--- src/verilog/cct_pkg.sv ---
package cct_pkg;
  // register indices; byte address on the bus is four times the index
  localparam logic [8:0] IDX_MODE = 9'h120;
  localparam logic [8:0] IDX_CTL1 = 9'h121;
  localparam logic [8:0] IDX_IEN = 9'h122;
  localparam logic [8:0] IDX_STAT = 9'h123;
  localparam logic [8:0] IDX_IOAB = 9'h124;
  localparam logic [8:0] IDX_IOCD = 9'h125;
  localparam logic [8:0] IDX_CNT = 9'h126;
  localparam logic [8:0] IDX_GRA = 9'h128;
  localparam logic [8:0] IDX_GRB = 9'h12A;
  localparam logic [8:0] IDX_GRC = 9'h12C;
  localparam logic [8:0] IDX_GRD = 9'h12E;
  localparam logic [8:0] IDX_CTL2 = 9'h130;
  localparam logic [8:0] IDX_FILT = 9'h131;
  localparam logic [8:0] IDX_OMSK = 9'h132;
  // timer_mode_select fields
  localparam int MODE_PWM = 0;
  localparam int MODE_TPWM = 1;
  localparam int MODE_BUF_A = 4;
  localparam int MODE_BUF_B = 5;
  localparam int MODE_RUN = 7;
  // timer_control_one fields
  localparam int CTL1_INIT_LO = 0;
  localparam int CTL1_SRC_LO = 4;
  localparam int CTL1_CLR = 7;
  // pin_io_control: one nibble per channel
  localparam int IO_EDGE_LO = 0;
  localparam int IO_CAPSEL = 2;
  localparam int IO_OPTION = 3;
  localparam int CTL2_TRIG_EN = 0;
  localparam int STAT_OVF = 7;
  // count source codes
  localparam logic [2:0] SRC_DIV1 = 3'h0;
  localparam logic [2:0] SRC_DIV2 = 3'h1;
  localparam logic [2:0] SRC_DIV4 = 3'h2;
  localparam logic [2:0] SRC_DIV8 = 3'h3;
  localparam logic [2:0] SRC_DIV32 = 3'h4;
  localparam logic [2:0] SRC_EXT = 3'h5;
  localparam logic [2:0] SRC_OSC = 3'h6;
  // compare actions in timer mode
  localparam logic [1:0] ACT_NONE = 2'h0;
  localparam logic [1:0] ACT_LOW = 2'h1;
  localparam logic [1:0] ACT_HIGH = 2'h2;
  localparam logic [7:0] RST8 = 8'h00;
  localparam logic [15:0] RST16 = 16'hFFFF;
  localparam logic [15:0] CNT_MAX = 16'hFFFF;
  localparam logic [15:0] CNT_ZERO = 16'h0000;
  localparam logic [4:0] DIV_ZERO = 5'h00;
  localparam logic [7:0] STAT_MASK = 8'h8F;

  typedef struct packed {
    logic ovf;
    logic [2:0] rsv;
    logic [3:0] match;
  } cct_flags_t;
endpackage

--- src/verilog/cct_timer.sv ---
`timescale 1ns/1ps
// Notes on behaviour
// - capture ignores clear select and initial levels
// - capture counter runs freely and wraps
// - read one, then write zero, clears flag
// - zero write after zero read changes nothing
// - writing one never changes a flag
// - capture flag set on selected pin edge
// - compare flags A, B on counter match
// - flags C, D match even when buffering
// - overflow flag set in every mode
// - io control registers act only in timer mode
// - channel A option only when capturing
// - control two acts only in triggered PWM
// - filter acts in capture and triggered PWM
// - output mask acts outside timer capture
// - source 110b uses fast oscillator tick
// - C buffers A, D buffers B
module cct_timer (
  // clock and reset
  input wire logic sys_clk,
  input wire logic rst,
  // avalon-mm slave, byte address
  input wire logic [10:0] avs_address,
  input wire logic avs_read,
  input wire logic avs_write,
  input wire logic [31:0] avs_writedata,
  input wire logic [3:0] avs_byteenable,
  output logic [31:0] avs_readdata,
  output logic avs_waitrequest,
  // interrupt
  output logic irq,
  // clock sources
  input wire logic fast_osc_tick,
  input wire logic capture_alt_tick,
  input wire logic ext_clk_pin,
  // channel pins a..d, bit 0 is a
  input wire logic [3:0] channel_pin_in,
  output logic [3:0] channel_pin_out,
  output logic [3:0] channel_pin_oe
);

  // pin synchronisers, bit 4 is the external clock
  logic [4:0] sy1_q, sy2_q, sy3_q, lvl_q, lvl_d;
  logic [3:0] h1_q, h2_q, flt_q, flt_d;
  logic [3:0] chl_q;
  logic extl_q;

  // registers
  logic [7:0] mode_q, ctl1_q, ien_q, ioab_q, iocd_q, ctl2_q, filt_q, omsk_q;
  logic [15:0] cnt_q, cnt_d;
  logic [15:0] gr_q [4];
  logic [15:0] gr_d [4];
  cct_pkg::cct_flags_t flags_q, flags_d;
  logic [7:0] seen_q, seen_d;
  logic [4:0] div_q;
  logic [3:0] out_q, out_d;
  logic armed_q, armed_d;
  logic ack_q;
  logic [31:0] rdata_q;

  function automatic logic [15:0] merge16(input logic [15:0] old, input logic [31:0] wd, input logic [3:0] be);
    merge16 = {be[1] ? wd[15:8] : old[15:8], be[0] ? wd[7:0] : old[7:0]};
  endfunction

  function automatic logic edge_hit(input logic [1:0] sel, input logic rise, input logic fall);
    edge_hit = sel[1] ? (rise | fall) : (sel[0] ? fall : rise);
  endfunction

  // bus decode
  wire [8:0] idx = avs_address[10:2];
  wire req = avs_read | avs_write;
  wire acc = req & ack_q;
  wire wr = avs_write & acc & avs_byteenable[0];
  wire rd_acc = avs_read & acc;
  wire s_mode = idx == cct_pkg::IDX_MODE;
  wire s_ctl1 = idx == cct_pkg::IDX_CTL1;
  wire s_ien = idx == cct_pkg::IDX_IEN;
  wire s_stat = idx == cct_pkg::IDX_STAT;
  wire s_ioab = idx == cct_pkg::IDX_IOAB;
  wire s_iocd = idx == cct_pkg::IDX_IOCD;
  wire s_cnt = idx == cct_pkg::IDX_CNT;
  wire s_ctl2 = idx == cct_pkg::IDX_CTL2;
  wire s_filt = idx == cct_pkg::IDX_FILT;
  wire s_omsk = idx == cct_pkg::IDX_OMSK;
  wire [3:0] s_gr = {idx == cct_pkg::IDX_GRD, idx == cct_pkg::IDX_GRC, idx == cct_pkg::IDX_GRB,
                     idx == cct_pkg::IDX_GRA};
  wire wr16 = avs_write & acc & (avs_byteenable[1:0] != 2'h0);

  assign avs_waitrequest = req & ~ack_q;
  assign avs_readdata = rdata_q;

  wire [31:0] rd_mux =
    s_mode ? {24'h000000, mode_q} :
    s_ctl1 ? {24'h000000, ctl1_q} :
    s_ien ? {24'h000000, ien_q} :
    s_stat ? {24'h000000, flags_q} :
    s_ioab ? {24'h000000, ioab_q} :
    s_iocd ? {24'h000000, iocd_q} :
    s_cnt ? {16'h0000, cnt_q} :
    s_gr[0] ? {16'h0000, gr_q[0]} :
    s_gr[1] ? {16'h0000, gr_q[1]} :
    s_gr[2] ? {16'h0000, gr_q[2]} :
    s_gr[3] ? {16'h0000, gr_q[3]} :
    s_ctl2 ? {24'h000000, ctl2_q} :
    s_filt ? {24'h000000, filt_q} :
    s_omsk ? {24'h000000, omsk_q} : 32'h00000000;

  // mode decode
  wire pwm = mode_q[cct_pkg::MODE_PWM] & ~mode_q[cct_pkg::MODE_TPWM];
  wire tpwm = mode_q[cct_pkg::MODE_TPWM];
  wire tmr = ~pwm & ~tpwm;
  wire run = mode_q[cct_pkg::MODE_RUN];
  wire [1:0] buf_en = {mode_q[cct_pkg::MODE_BUF_B], mode_q[cct_pkg::MODE_BUF_A]};
  wire [15:0] io = {iocd_q, ioab_q};
  wire [3:0] capsel = {io[12 + cct_pkg::IO_CAPSEL], io[8 + cct_pkg::IO_CAPSEL], io[4 + cct_pkg::IO_CAPSEL],
                       io[cct_pkg::IO_CAPSEL]};
  wire [3:0] cap = capsel & {4{tmr}};
  wire [3:0] cmp = ~cap;
  wire [3:0] init_lvl = ctl1_q[cct_pkg::CTL1_INIT_LO +: 4];
  wire [2:0] src = ctl1_q[cct_pkg::CTL1_SRC_LO +: 3];
  wire clr_en = ctl1_q[cct_pkg::CTL1_CLR] & ~cap[0];
  wire trig_en = tpwm & ctl2_q[cct_pkg::CTL2_TRIG_EN];
  // filter is honoured on capture pins, and on every pin in triggered pwm
  wire [3:0] filt_on = filt_q[3:0] & (cap | {4{tpwm}});

  // input levels: a change counts once stages two and three agree
  always_comb begin
    lvl_d = lvl_q;
    for (int i = 0; i < 5; i++) begin
      if (sy2_q[i] == sy3_q[i]) begin
        lvl_d[i] = sy3_q[i];
      end
    end
    flt_d = flt_q;
    for (int i = 0; i < 4; i++) begin
      if (!filt_on[i]) begin
        flt_d[i] = lvl_q[i];
      end else if (h1_q[i] == lvl_q[i] && h2_q[i] == lvl_q[i]) begin
        flt_d[i] = lvl_q[i];
      end
    end
  end

  wire [3:0] rise = flt_q & ~chl_q;
  wire [3:0] fall = ~flt_q & chl_q;
  wire ext_rise = lvl_q[4] & ~extl_q;

  // count tick; every setting runs on sys_clk, the source only gates counting
  wire tick =
    (src == cct_pkg::SRC_DIV1) ? 1'b1 :
    (src == cct_pkg::SRC_DIV2) ? div_q[0] :
    (src == cct_pkg::SRC_DIV4) ? &div_q[1:0] :
    (src == cct_pkg::SRC_DIV8) ? &div_q[2:0] :
    (src == cct_pkg::SRC_DIV32) ? &div_q[4:0] :
    (src == cct_pkg::SRC_EXT) ? ext_rise :
    (src == cct_pkg::SRC_OSC) ? fast_osc_tick : 1'b0;

  wire cnt_tick = run & tick & (~trig_en | armed_q);
  wire ovf_ev = cnt_tick & (cnt_q == cct_pkg::CNT_MAX);
  wire [3:0] eq = {cnt_q == gr_q[3], cnt_q == gr_q[2], cnt_q == gr_q[1], cnt_q == gr_q[0]};
  wire [3:0] match = {4{cnt_tick}} & eq & cmp;
  wire period_end = match[0] & clr_en;

  // capture events per channel
  wire [3:0] pin_evt;
  genvar g;
  generate
    for (g = 0; g < 4; g++) begin : g_edge
      assign pin_evt[g] = edge_hit(io[4 * g + cct_pkg::IO_EDGE_LO +: 2], rise[g], fall[g]);
    end
  endgenerate
  wire opt_a = capsel[0] & io[cct_pkg::IO_OPTION];
  wire [3:0] cap_evt = cap & {pin_evt[3:1], opt_a ? capture_alt_tick : pin_evt[0]};
  wire [3:0] set_ev = (cap & cap_evt) | (cmp & match);

  // buffer transfers
  wire xfer_a = buf_en[0] & cmp[0] & match[0];
  wire xfer_b = buf_en[1] & cmp[1] & (tpwm ? match[0] : match[1]);

  always_comb begin
    for (int i = 0; i < 4; i++) begin
      gr_d[i] = (wr16 && s_gr[i]) ? merge16(gr_q[i], avs_writedata, avs_byteenable) : gr_q[i];
    end
    // buffered captures move old value to C/D; C/D pins then only raise flags
    for (int i = 0; i < 2; i++) begin
      if (cap_evt[i]) begin
        gr_d[i] = cnt_q;
        if (buf_en[i]) begin
          gr_d[i + 2] = gr_q[i];
        end
      end
      if (cap_evt[i + 2] && !buf_en[i]) begin
        gr_d[i + 2] = cnt_q;
      end
    end
    if (xfer_a) begin
      gr_d[0] = gr_q[2];
    end
    if (xfer_b) begin
      gr_d[1] = gr_q[3];
    end
  end

  always_comb begin
    cnt_d = cnt_q;
    if (wr16 && s_cnt) begin
      cnt_d = merge16(cnt_q, avs_writedata, avs_byteenable);
    end else if (cnt_tick) begin
      cnt_d = period_end ? cct_pkg::CNT_ZERO : cnt_q + 16'h0001;
    end
  end

  // status flags: set wins over the zero write in the same cycle
  wire stat_wr = wr & s_stat;
  wire [7:0] clr = {8{stat_wr}} & ~avs_writedata[7:0] & seen_q & cct_pkg::STAT_MASK;
  always_comb begin
    flags_d = flags_q & ~clr;
    flags_d.match = flags_d.match | set_ev;
    flags_d.ovf = flags_d.ovf | ovf_ev;
    flags_d.rsv = 3'h0;
    seen_d = seen_q;
    if (stat_wr) begin
      seen_d = cct_pkg::RST8;
    end else if (rd_acc && s_stat) begin
      seen_d = seen_q | (rdata_q[7:0] & cct_pkg::STAT_MASK);
    end
  end

  assign irq = |(flags_q & ien_q);

  // outputs
  always_comb begin
    out_d = out_q;
    for (int i = 0; i < 4; i++) begin
      if (!run) begin
        if (cmp[i]) begin
          out_d[i] = init_lvl[i];
        end
      end else if (tmr) begin
        if (match[i]) begin
          unique case (io[4 * i + cct_pkg::IO_EDGE_LO +: 2])
            cct_pkg::ACT_NONE: out_d[i] = out_q[i];
            cct_pkg::ACT_LOW: out_d[i] = 1'b0;
            cct_pkg::ACT_HIGH: out_d[i] = 1'b1;
            default: out_d[i] = ~out_q[i];
          endcase
        end
      end else if (i > 0) begin
        // pwm: period start restores the initial level, own match inverts it
        if (match[0] || ovf_ev) begin
          out_d[i] = init_lvl[i];
        end else if (match[i]) begin
          out_d[i] = ~init_lvl[i];
        end
      end
    end
  end

  assign channel_pin_out = out_q;
  // in pwm modes channel a is the period or trigger input, so it never drives
  assign channel_pin_oe = cmp & ~omsk_q[3:0] & {3'h7, tmr};

  // triggered pwm arming, one shot per period
  always_comb begin
    armed_d = armed_q;
    if (!trig_en || !run) begin
      armed_d = 1'b0;
    end else if (rise[0]) begin
      armed_d = 1'b1;
    end else if (match[0] || ovf_ev) begin
      armed_d = 1'b0;
    end
  end

  always_ff @(posedge sys_clk) begin
    sy1_q <= {ext_clk_pin, channel_pin_in};
    sy2_q <= sy1_q;
    sy3_q <= sy2_q;
    h1_q <= lvl_q[3:0];
    h2_q <= h1_q;
    if (rst) begin
      lvl_q <= 5'h00;
      flt_q <= 4'h0;
      chl_q <= 4'h0;
      extl_q <= 1'b0;
    end else begin
      lvl_q <= lvl_d;
      flt_q <= flt_d;
      chl_q <= flt_q;
      extl_q <= lvl_q[4];
    end
  end

  always_ff @(posedge sys_clk) begin
    if (rst) begin
      ack_q <= 1'b0;
      rdata_q <= 32'h00000000;
    end else begin
      ack_q <= req & ~ack_q;
      if (avs_read && !ack_q) begin
        rdata_q <= rd_mux;
      end
    end
  end

  always_ff @(posedge sys_clk) begin
    if (rst) begin
      mode_q <= cct_pkg::RST8;
      ctl1_q <= cct_pkg::RST8;
      ien_q <= cct_pkg::RST8;
      ioab_q <= cct_pkg::RST8;
      iocd_q <= cct_pkg::RST8;
      ctl2_q <= cct_pkg::RST8;
      filt_q <= cct_pkg::RST8;
      omsk_q <= cct_pkg::RST8;
    end else if (wr) begin
      // control one is taken even while running; keeping it still then is up to software
      if (s_mode) begin
        mode_q <= avs_writedata[7:0];
      end
      if (s_ctl1) begin
        ctl1_q <= avs_writedata[7:0];
      end
      // enables only exist where a status flag exists
      if (s_ien) begin
        ien_q <= avs_writedata[7:0] & cct_pkg::STAT_MASK;
      end
      if (s_ioab) begin
        ioab_q <= avs_writedata[7:0];
      end
      if (s_iocd) begin
        iocd_q <= avs_writedata[7:0];
      end
      if (s_ctl2) begin
        ctl2_q <= avs_writedata[7:0];
      end
      if (s_filt) begin
        filt_q <= avs_writedata[7:0];
      end
      if (s_omsk) begin
        omsk_q <= avs_writedata[7:0];
      end
    end
  end

  always_ff @(posedge sys_clk) begin
    if (rst) begin
      cnt_q <= cct_pkg::CNT_ZERO;
      for (int i = 0; i < 4; i++) begin
        gr_q[i] <= cct_pkg::RST16;
      end
      flags_q <= '0;
      seen_q <= cct_pkg::RST8;
      div_q <= cct_pkg::DIV_ZERO;
      out_q <= 4'h0;
      armed_q <= 1'b0;
    end else begin
      cnt_q <= cnt_d;
      for (int i = 0; i < 4; i++) begin
        gr_q[i] <= gr_d[i];
      end
      flags_q <= flags_d;
      seen_q <= seen_d;
      div_q <= div_q + 5'h01;
      out_q <= out_d;
      armed_q <= armed_d;
    end
  end

endmodule
--- config.mk ---
export PLATFORM = sky130hd
export DESIGN_NAME = cct_timer
export DESIGN_NICKNAME = d
export VERILOG_FILES = /design/src/verilog/cct_pkg.sv /design/src/verilog/cct_timer.sv
export SDC_FILE = /design/constraint.sdc
export NUM_CORES = 1
export LEC_CHECK = 0
export ABC_AREA = 1
export BUFFER_PORTS_ARGS = -buffer_cell sky130_fd_sc_hd__buf_4
export CAP_MARGIN = 20
export CORE_ASPECT_RATIO = 1.4
export CORE_MARGIN = 2
export CORE_UTILIZATION = 35
export DETAILED_ROUTE_END_ITERATION = 7
export HOLD_SLACK_MARGIN = 0.06
export SYNTH_ARGS = -nofsm -noshare
export SYNTH_HDL_FRONTEND = slang
export SYNTH_SLANG_ARGS = --single-unit
--- constraint.sdc ---
create_clock -name sys_clk -period 2 [get_ports sys_clk]
set_input_delay 0.2 -clock sys_clk [delete_from_list [all_inputs] [get_ports sys_clk]]
set_output_delay 0.2 -clock sys_clk [all_outputs]
set_load 0.02 [all_outputs]
==> metrics <==
Chip Height 226 um; post-layout min period 2180 ps; Hold/Removal Path Class in -> reg; Critical Path End gr_q[0][8]; Core Area 34900 sq um; CTS Buffer Depth 3; Mapped Avg Cell Area 6.69 sq um; die area 36900 sq um; synthesized instance count 1849; Final Hold Vio Count 0; Worst-path clk slew 60 ps; PwrDens 556 nW/um^2; number of diodes 0; layout cells sized above 1 0.271; Worst Path Required 2490 ps; period utilisation layout 1.09; vias in the first global route 13900; post-synthesis mux area share 0; Synth Area in Adders 0.0202; simple-gate share of the synthesized area 0.279; R2R Path Start div_q[1]; grt ovf 0; Initial DRC Count 1021; final setup TNS -5370 ps; Starting Density 0.355; CTS tree done; final setup fails 41; Placement Cell Area 15200 sq um; Buf/Inv on CP 3; Area growth syn-to-layout 36.6%; Worst-Skew Late Latency 550 ps; CTS Root Cell clkbuf_16; final WL 53000 um; final instance area 16900 sq um; global-route wire length before repair 79400 um; Worst Max-Slew Pin Slew 786 ps; XOR/XNOR Fraction of Synth Area 0.0219; worst reg2reg endpoint gr_q[0][8]; # fillers 3568; P_leak 7.42 nW; GRT Resource Usage Total 0.284; CP cell instances ha_4 > and3_4 > ha_4 > nor3_2 > o21ai_1 > nand2_1 > inv_4 > nand3_4 > inv_6 > nand2_8 > nand2_8 > a21oi_4 > buf_6 > nand2_2 > nand3_2; Worst Clk Skew 13.7 ps; crit path max fanout 7; P_int 7.01 mW; Setup crit start kind flop; WHS Path Cells 3; critical path's top delay family simple AND/OR/NAND/NOR gates; Synth top area share 0.348; Synth area leaders dfxtp_1 (35%), nand2_1 (12%), o21ai_0 (6.4%); WL/cell 20.2 um; # Max-Cap Violations 0; # rows 81; vias after detailed routing 14200; Netlist cell types 49; Comb pwr share 0.067; layout net count 2229; failing checks setup timing; Clk pwr share 0.470; status finished with violations; Worst path slowest cell dfxtp_2; DP HPWL 39900 um; Via density 5.40; GP Congestion 1.01; PnR worst setup slack -182 ps; Yosys top cell by area dfxtp_1; Routed Antenna Nets 0; Worst Setup SP div_q[1]; sequential cell area fraction in the yosys report 0.348; Num Clock Sinks 215; Worst Hold Launch avs_writedata[14]; largest net degree at the start of global routing 60; CTS Buf Count 24; Max Slew Vio Count 0; crit path DAT 2670 ps; Post-synth top cells nand2_1 (400), dfxtp_1 (215), inv_1 (192); placed cell count 2546; drt drc 0; initial antenna violation count 0; Top FF cell, synth dfxtp_1; type of the worst setup path reg -> reg; Seq pwr share 0.463; Max Fclk 458 MHz; worst-case reg-to-reg path depth 15; flop-to-flop setup slack -180 ps; RSZ-0062 raised after global routing true; yosys warns 0; asr flop ratio synth 0; # IOs 100; Port Buf Inserts 63; fin cells 2623; stages on the worst setup path 15; TritonRoute pass-1 iters 5; H-tree levels 1; Sw Ratio 0.254; cell area after synthesis 12400 sq um; Seq cells post-synth 215; EDFF count, synth 0; combinational family with the most area after synthesis simple AND/OR/NAND/NOR gates; Compound-Gate Fraction of Synth Area 0.219; worst vdd ir 0.678 mV; Setup crit end kind flop; worst rel slew slack 0.476; Worst path max stage delay 330 ps; Switch Pwr 2.39 mW; most common cell in the netlist nand2_1; Post-Route Utilization 0.485; die width 163 um
==> cell usage in the layout, fill, tap and decap left out, types with 15 or more instances in the layout <==
| cell | instances |
|---|---|
| xor2_1 | 21 |
| o211ai_1 | 27 |
| a211oi_1 | 16 |
| nand2_1 | 372 |
| conb_1 | 16 |
| buf_6 | 17 |
| nor2_1 | 147 |
| nand4_1 | 34 |
| a21oi_1 | 138 |
| buf_4 | 320 |
| clkbuf_16 | 26 |
| nand3_1 | 99 |
| o221ai_1 | 38 |
| nand3_2 | 26 |
| ha_1 | 15 |
| inv_2 | 29 |
| inv_1 | 180 |
| dfxtp_1 | 199 |
| buf_12 | 15 |
| o22ai_1 | 30 |
| dfxtp_2 | 15 |
| nand2_2 | 24 |
| o21ai_1 | 49 |
| o21ai_0 | 121 |
==> layout make-up <==
class / instances / area (sq um) / area share
multi-input combinational: 1319 / 7270 / 0.430
timing repair buffer: 369 / 3110 / 0.184
tap: 456 / 571 / 0.0338
inverter: 221 / 866 / 0.0512
clock buffer: 30 / 664 / 0.0393
timing repair inverter: 1 / 6.26 / 0.000370
clock inverter: 12 / 90.1 / 0.00533
sequential: 215 / 4330 / 0.256
==> flip-flops by register name, summed over array words and instances (netlist names), 8 cells and up <==
register      cells
filt_q            8
ctl1_q            8
ioab_q            8
iocd_q            8
gr_q             64
avs_readdata     16
omsk_q            8
cnt_q            16
mode_q            8
ctl2_q            8
==> how the worst min path moves through the flow <==
| stage | to | slack [ps] |
|---|---|---|
| 2_1_floorplan | sy1_q[0] | 230 |
| 3_3_place_gp | sy1_q[3] | 300 |
| 3_5_place_dp | sy1_q[1] | 310 |
| 4_1_cts | ioab_q[4] | 60 |
| 5_1_grt | cnt_q[5] | 80 |
| 6_report | cnt_q[14] | 80 |
==> worst reg2reg max path, stage by stage (launching register included) <==
cell and delay (ps):
dfxtp_2 330, ha_4 160, and3_4 150, ha_4 150
nor3_2 130, o21ai_1 70, nand2_1 110, inv_4 90
nand3_4 140, inv_6 70, nand2_8 120, nand2_8 90
a21oi_4 210, buf_6 190, nand2_2 60, nand3_2 70
==> kinds of logic after synthesis <==
| kind of cell | Yosys count |
|---|---|
| AND/OR/NAND/NOR | 785 |
| AO/OA/AOI/OAI | 467 |
| buffers and inverters | 330 |
| flip-flops | 215 |
| XOR/XNOR | 31 |
| adder cells (fa/ha/maj) | 20 |
| other | 1 |
==> what timing repair did <==
item | in CTS | in global routing
setup buffers | 11 | 9
resized for setup | 75 | 124
setup endpoints to repair | 62 | 75
cloned | 2 | 1
pin swaps | 18 | 27
hold endpoints to repair | 11 | 0
hold buffers | 12 | 0
==> power by group through the flow <==
stage | Sequential, mW | Clock, mW | Combinational, mW
after floorplan | 4.45 | 0 | 0.317
final | 4.35 | 4.42 | 0.626
after detailed placement | 4.45 | 0 | 0.580
after global routing | 4.36 | 4.66 | 0.674
after global placement | 4.45 | 0 | 0.575
after CTS | 4.36 | 4.50 | 0.605
==> per-stage QoR <==
stage / worst slack, ps / hold WS, ps / total power, mW
after global routing: -303 / 78.5 / 9.69
after detailed placement: -316 / 306 / 5.03
after global placement: -297 / 305 / 5.02
after CTS: -141 / 62.2 / 9.46
after floorplan: -1.65 / 228 / 4.76
final: -182 / 77.0 / 9.40
==> metal layers <==
metal / vias to the layer above / wire length (um) / GRT usage / share of wire
met5: - / 0 / 0 / 0
met2: 595 / 25600 / 0.502 / 0.48
met1: 6528 / 19600 / 0.305 / 0.37
met4: 0 / 4910 / 0.218 / 0.093
met3: 244 / 2930 / 0.0368 / 0.055
li1: 6785 / - / - / -
No activity file was read; power rests on OpenSTA's default activity.
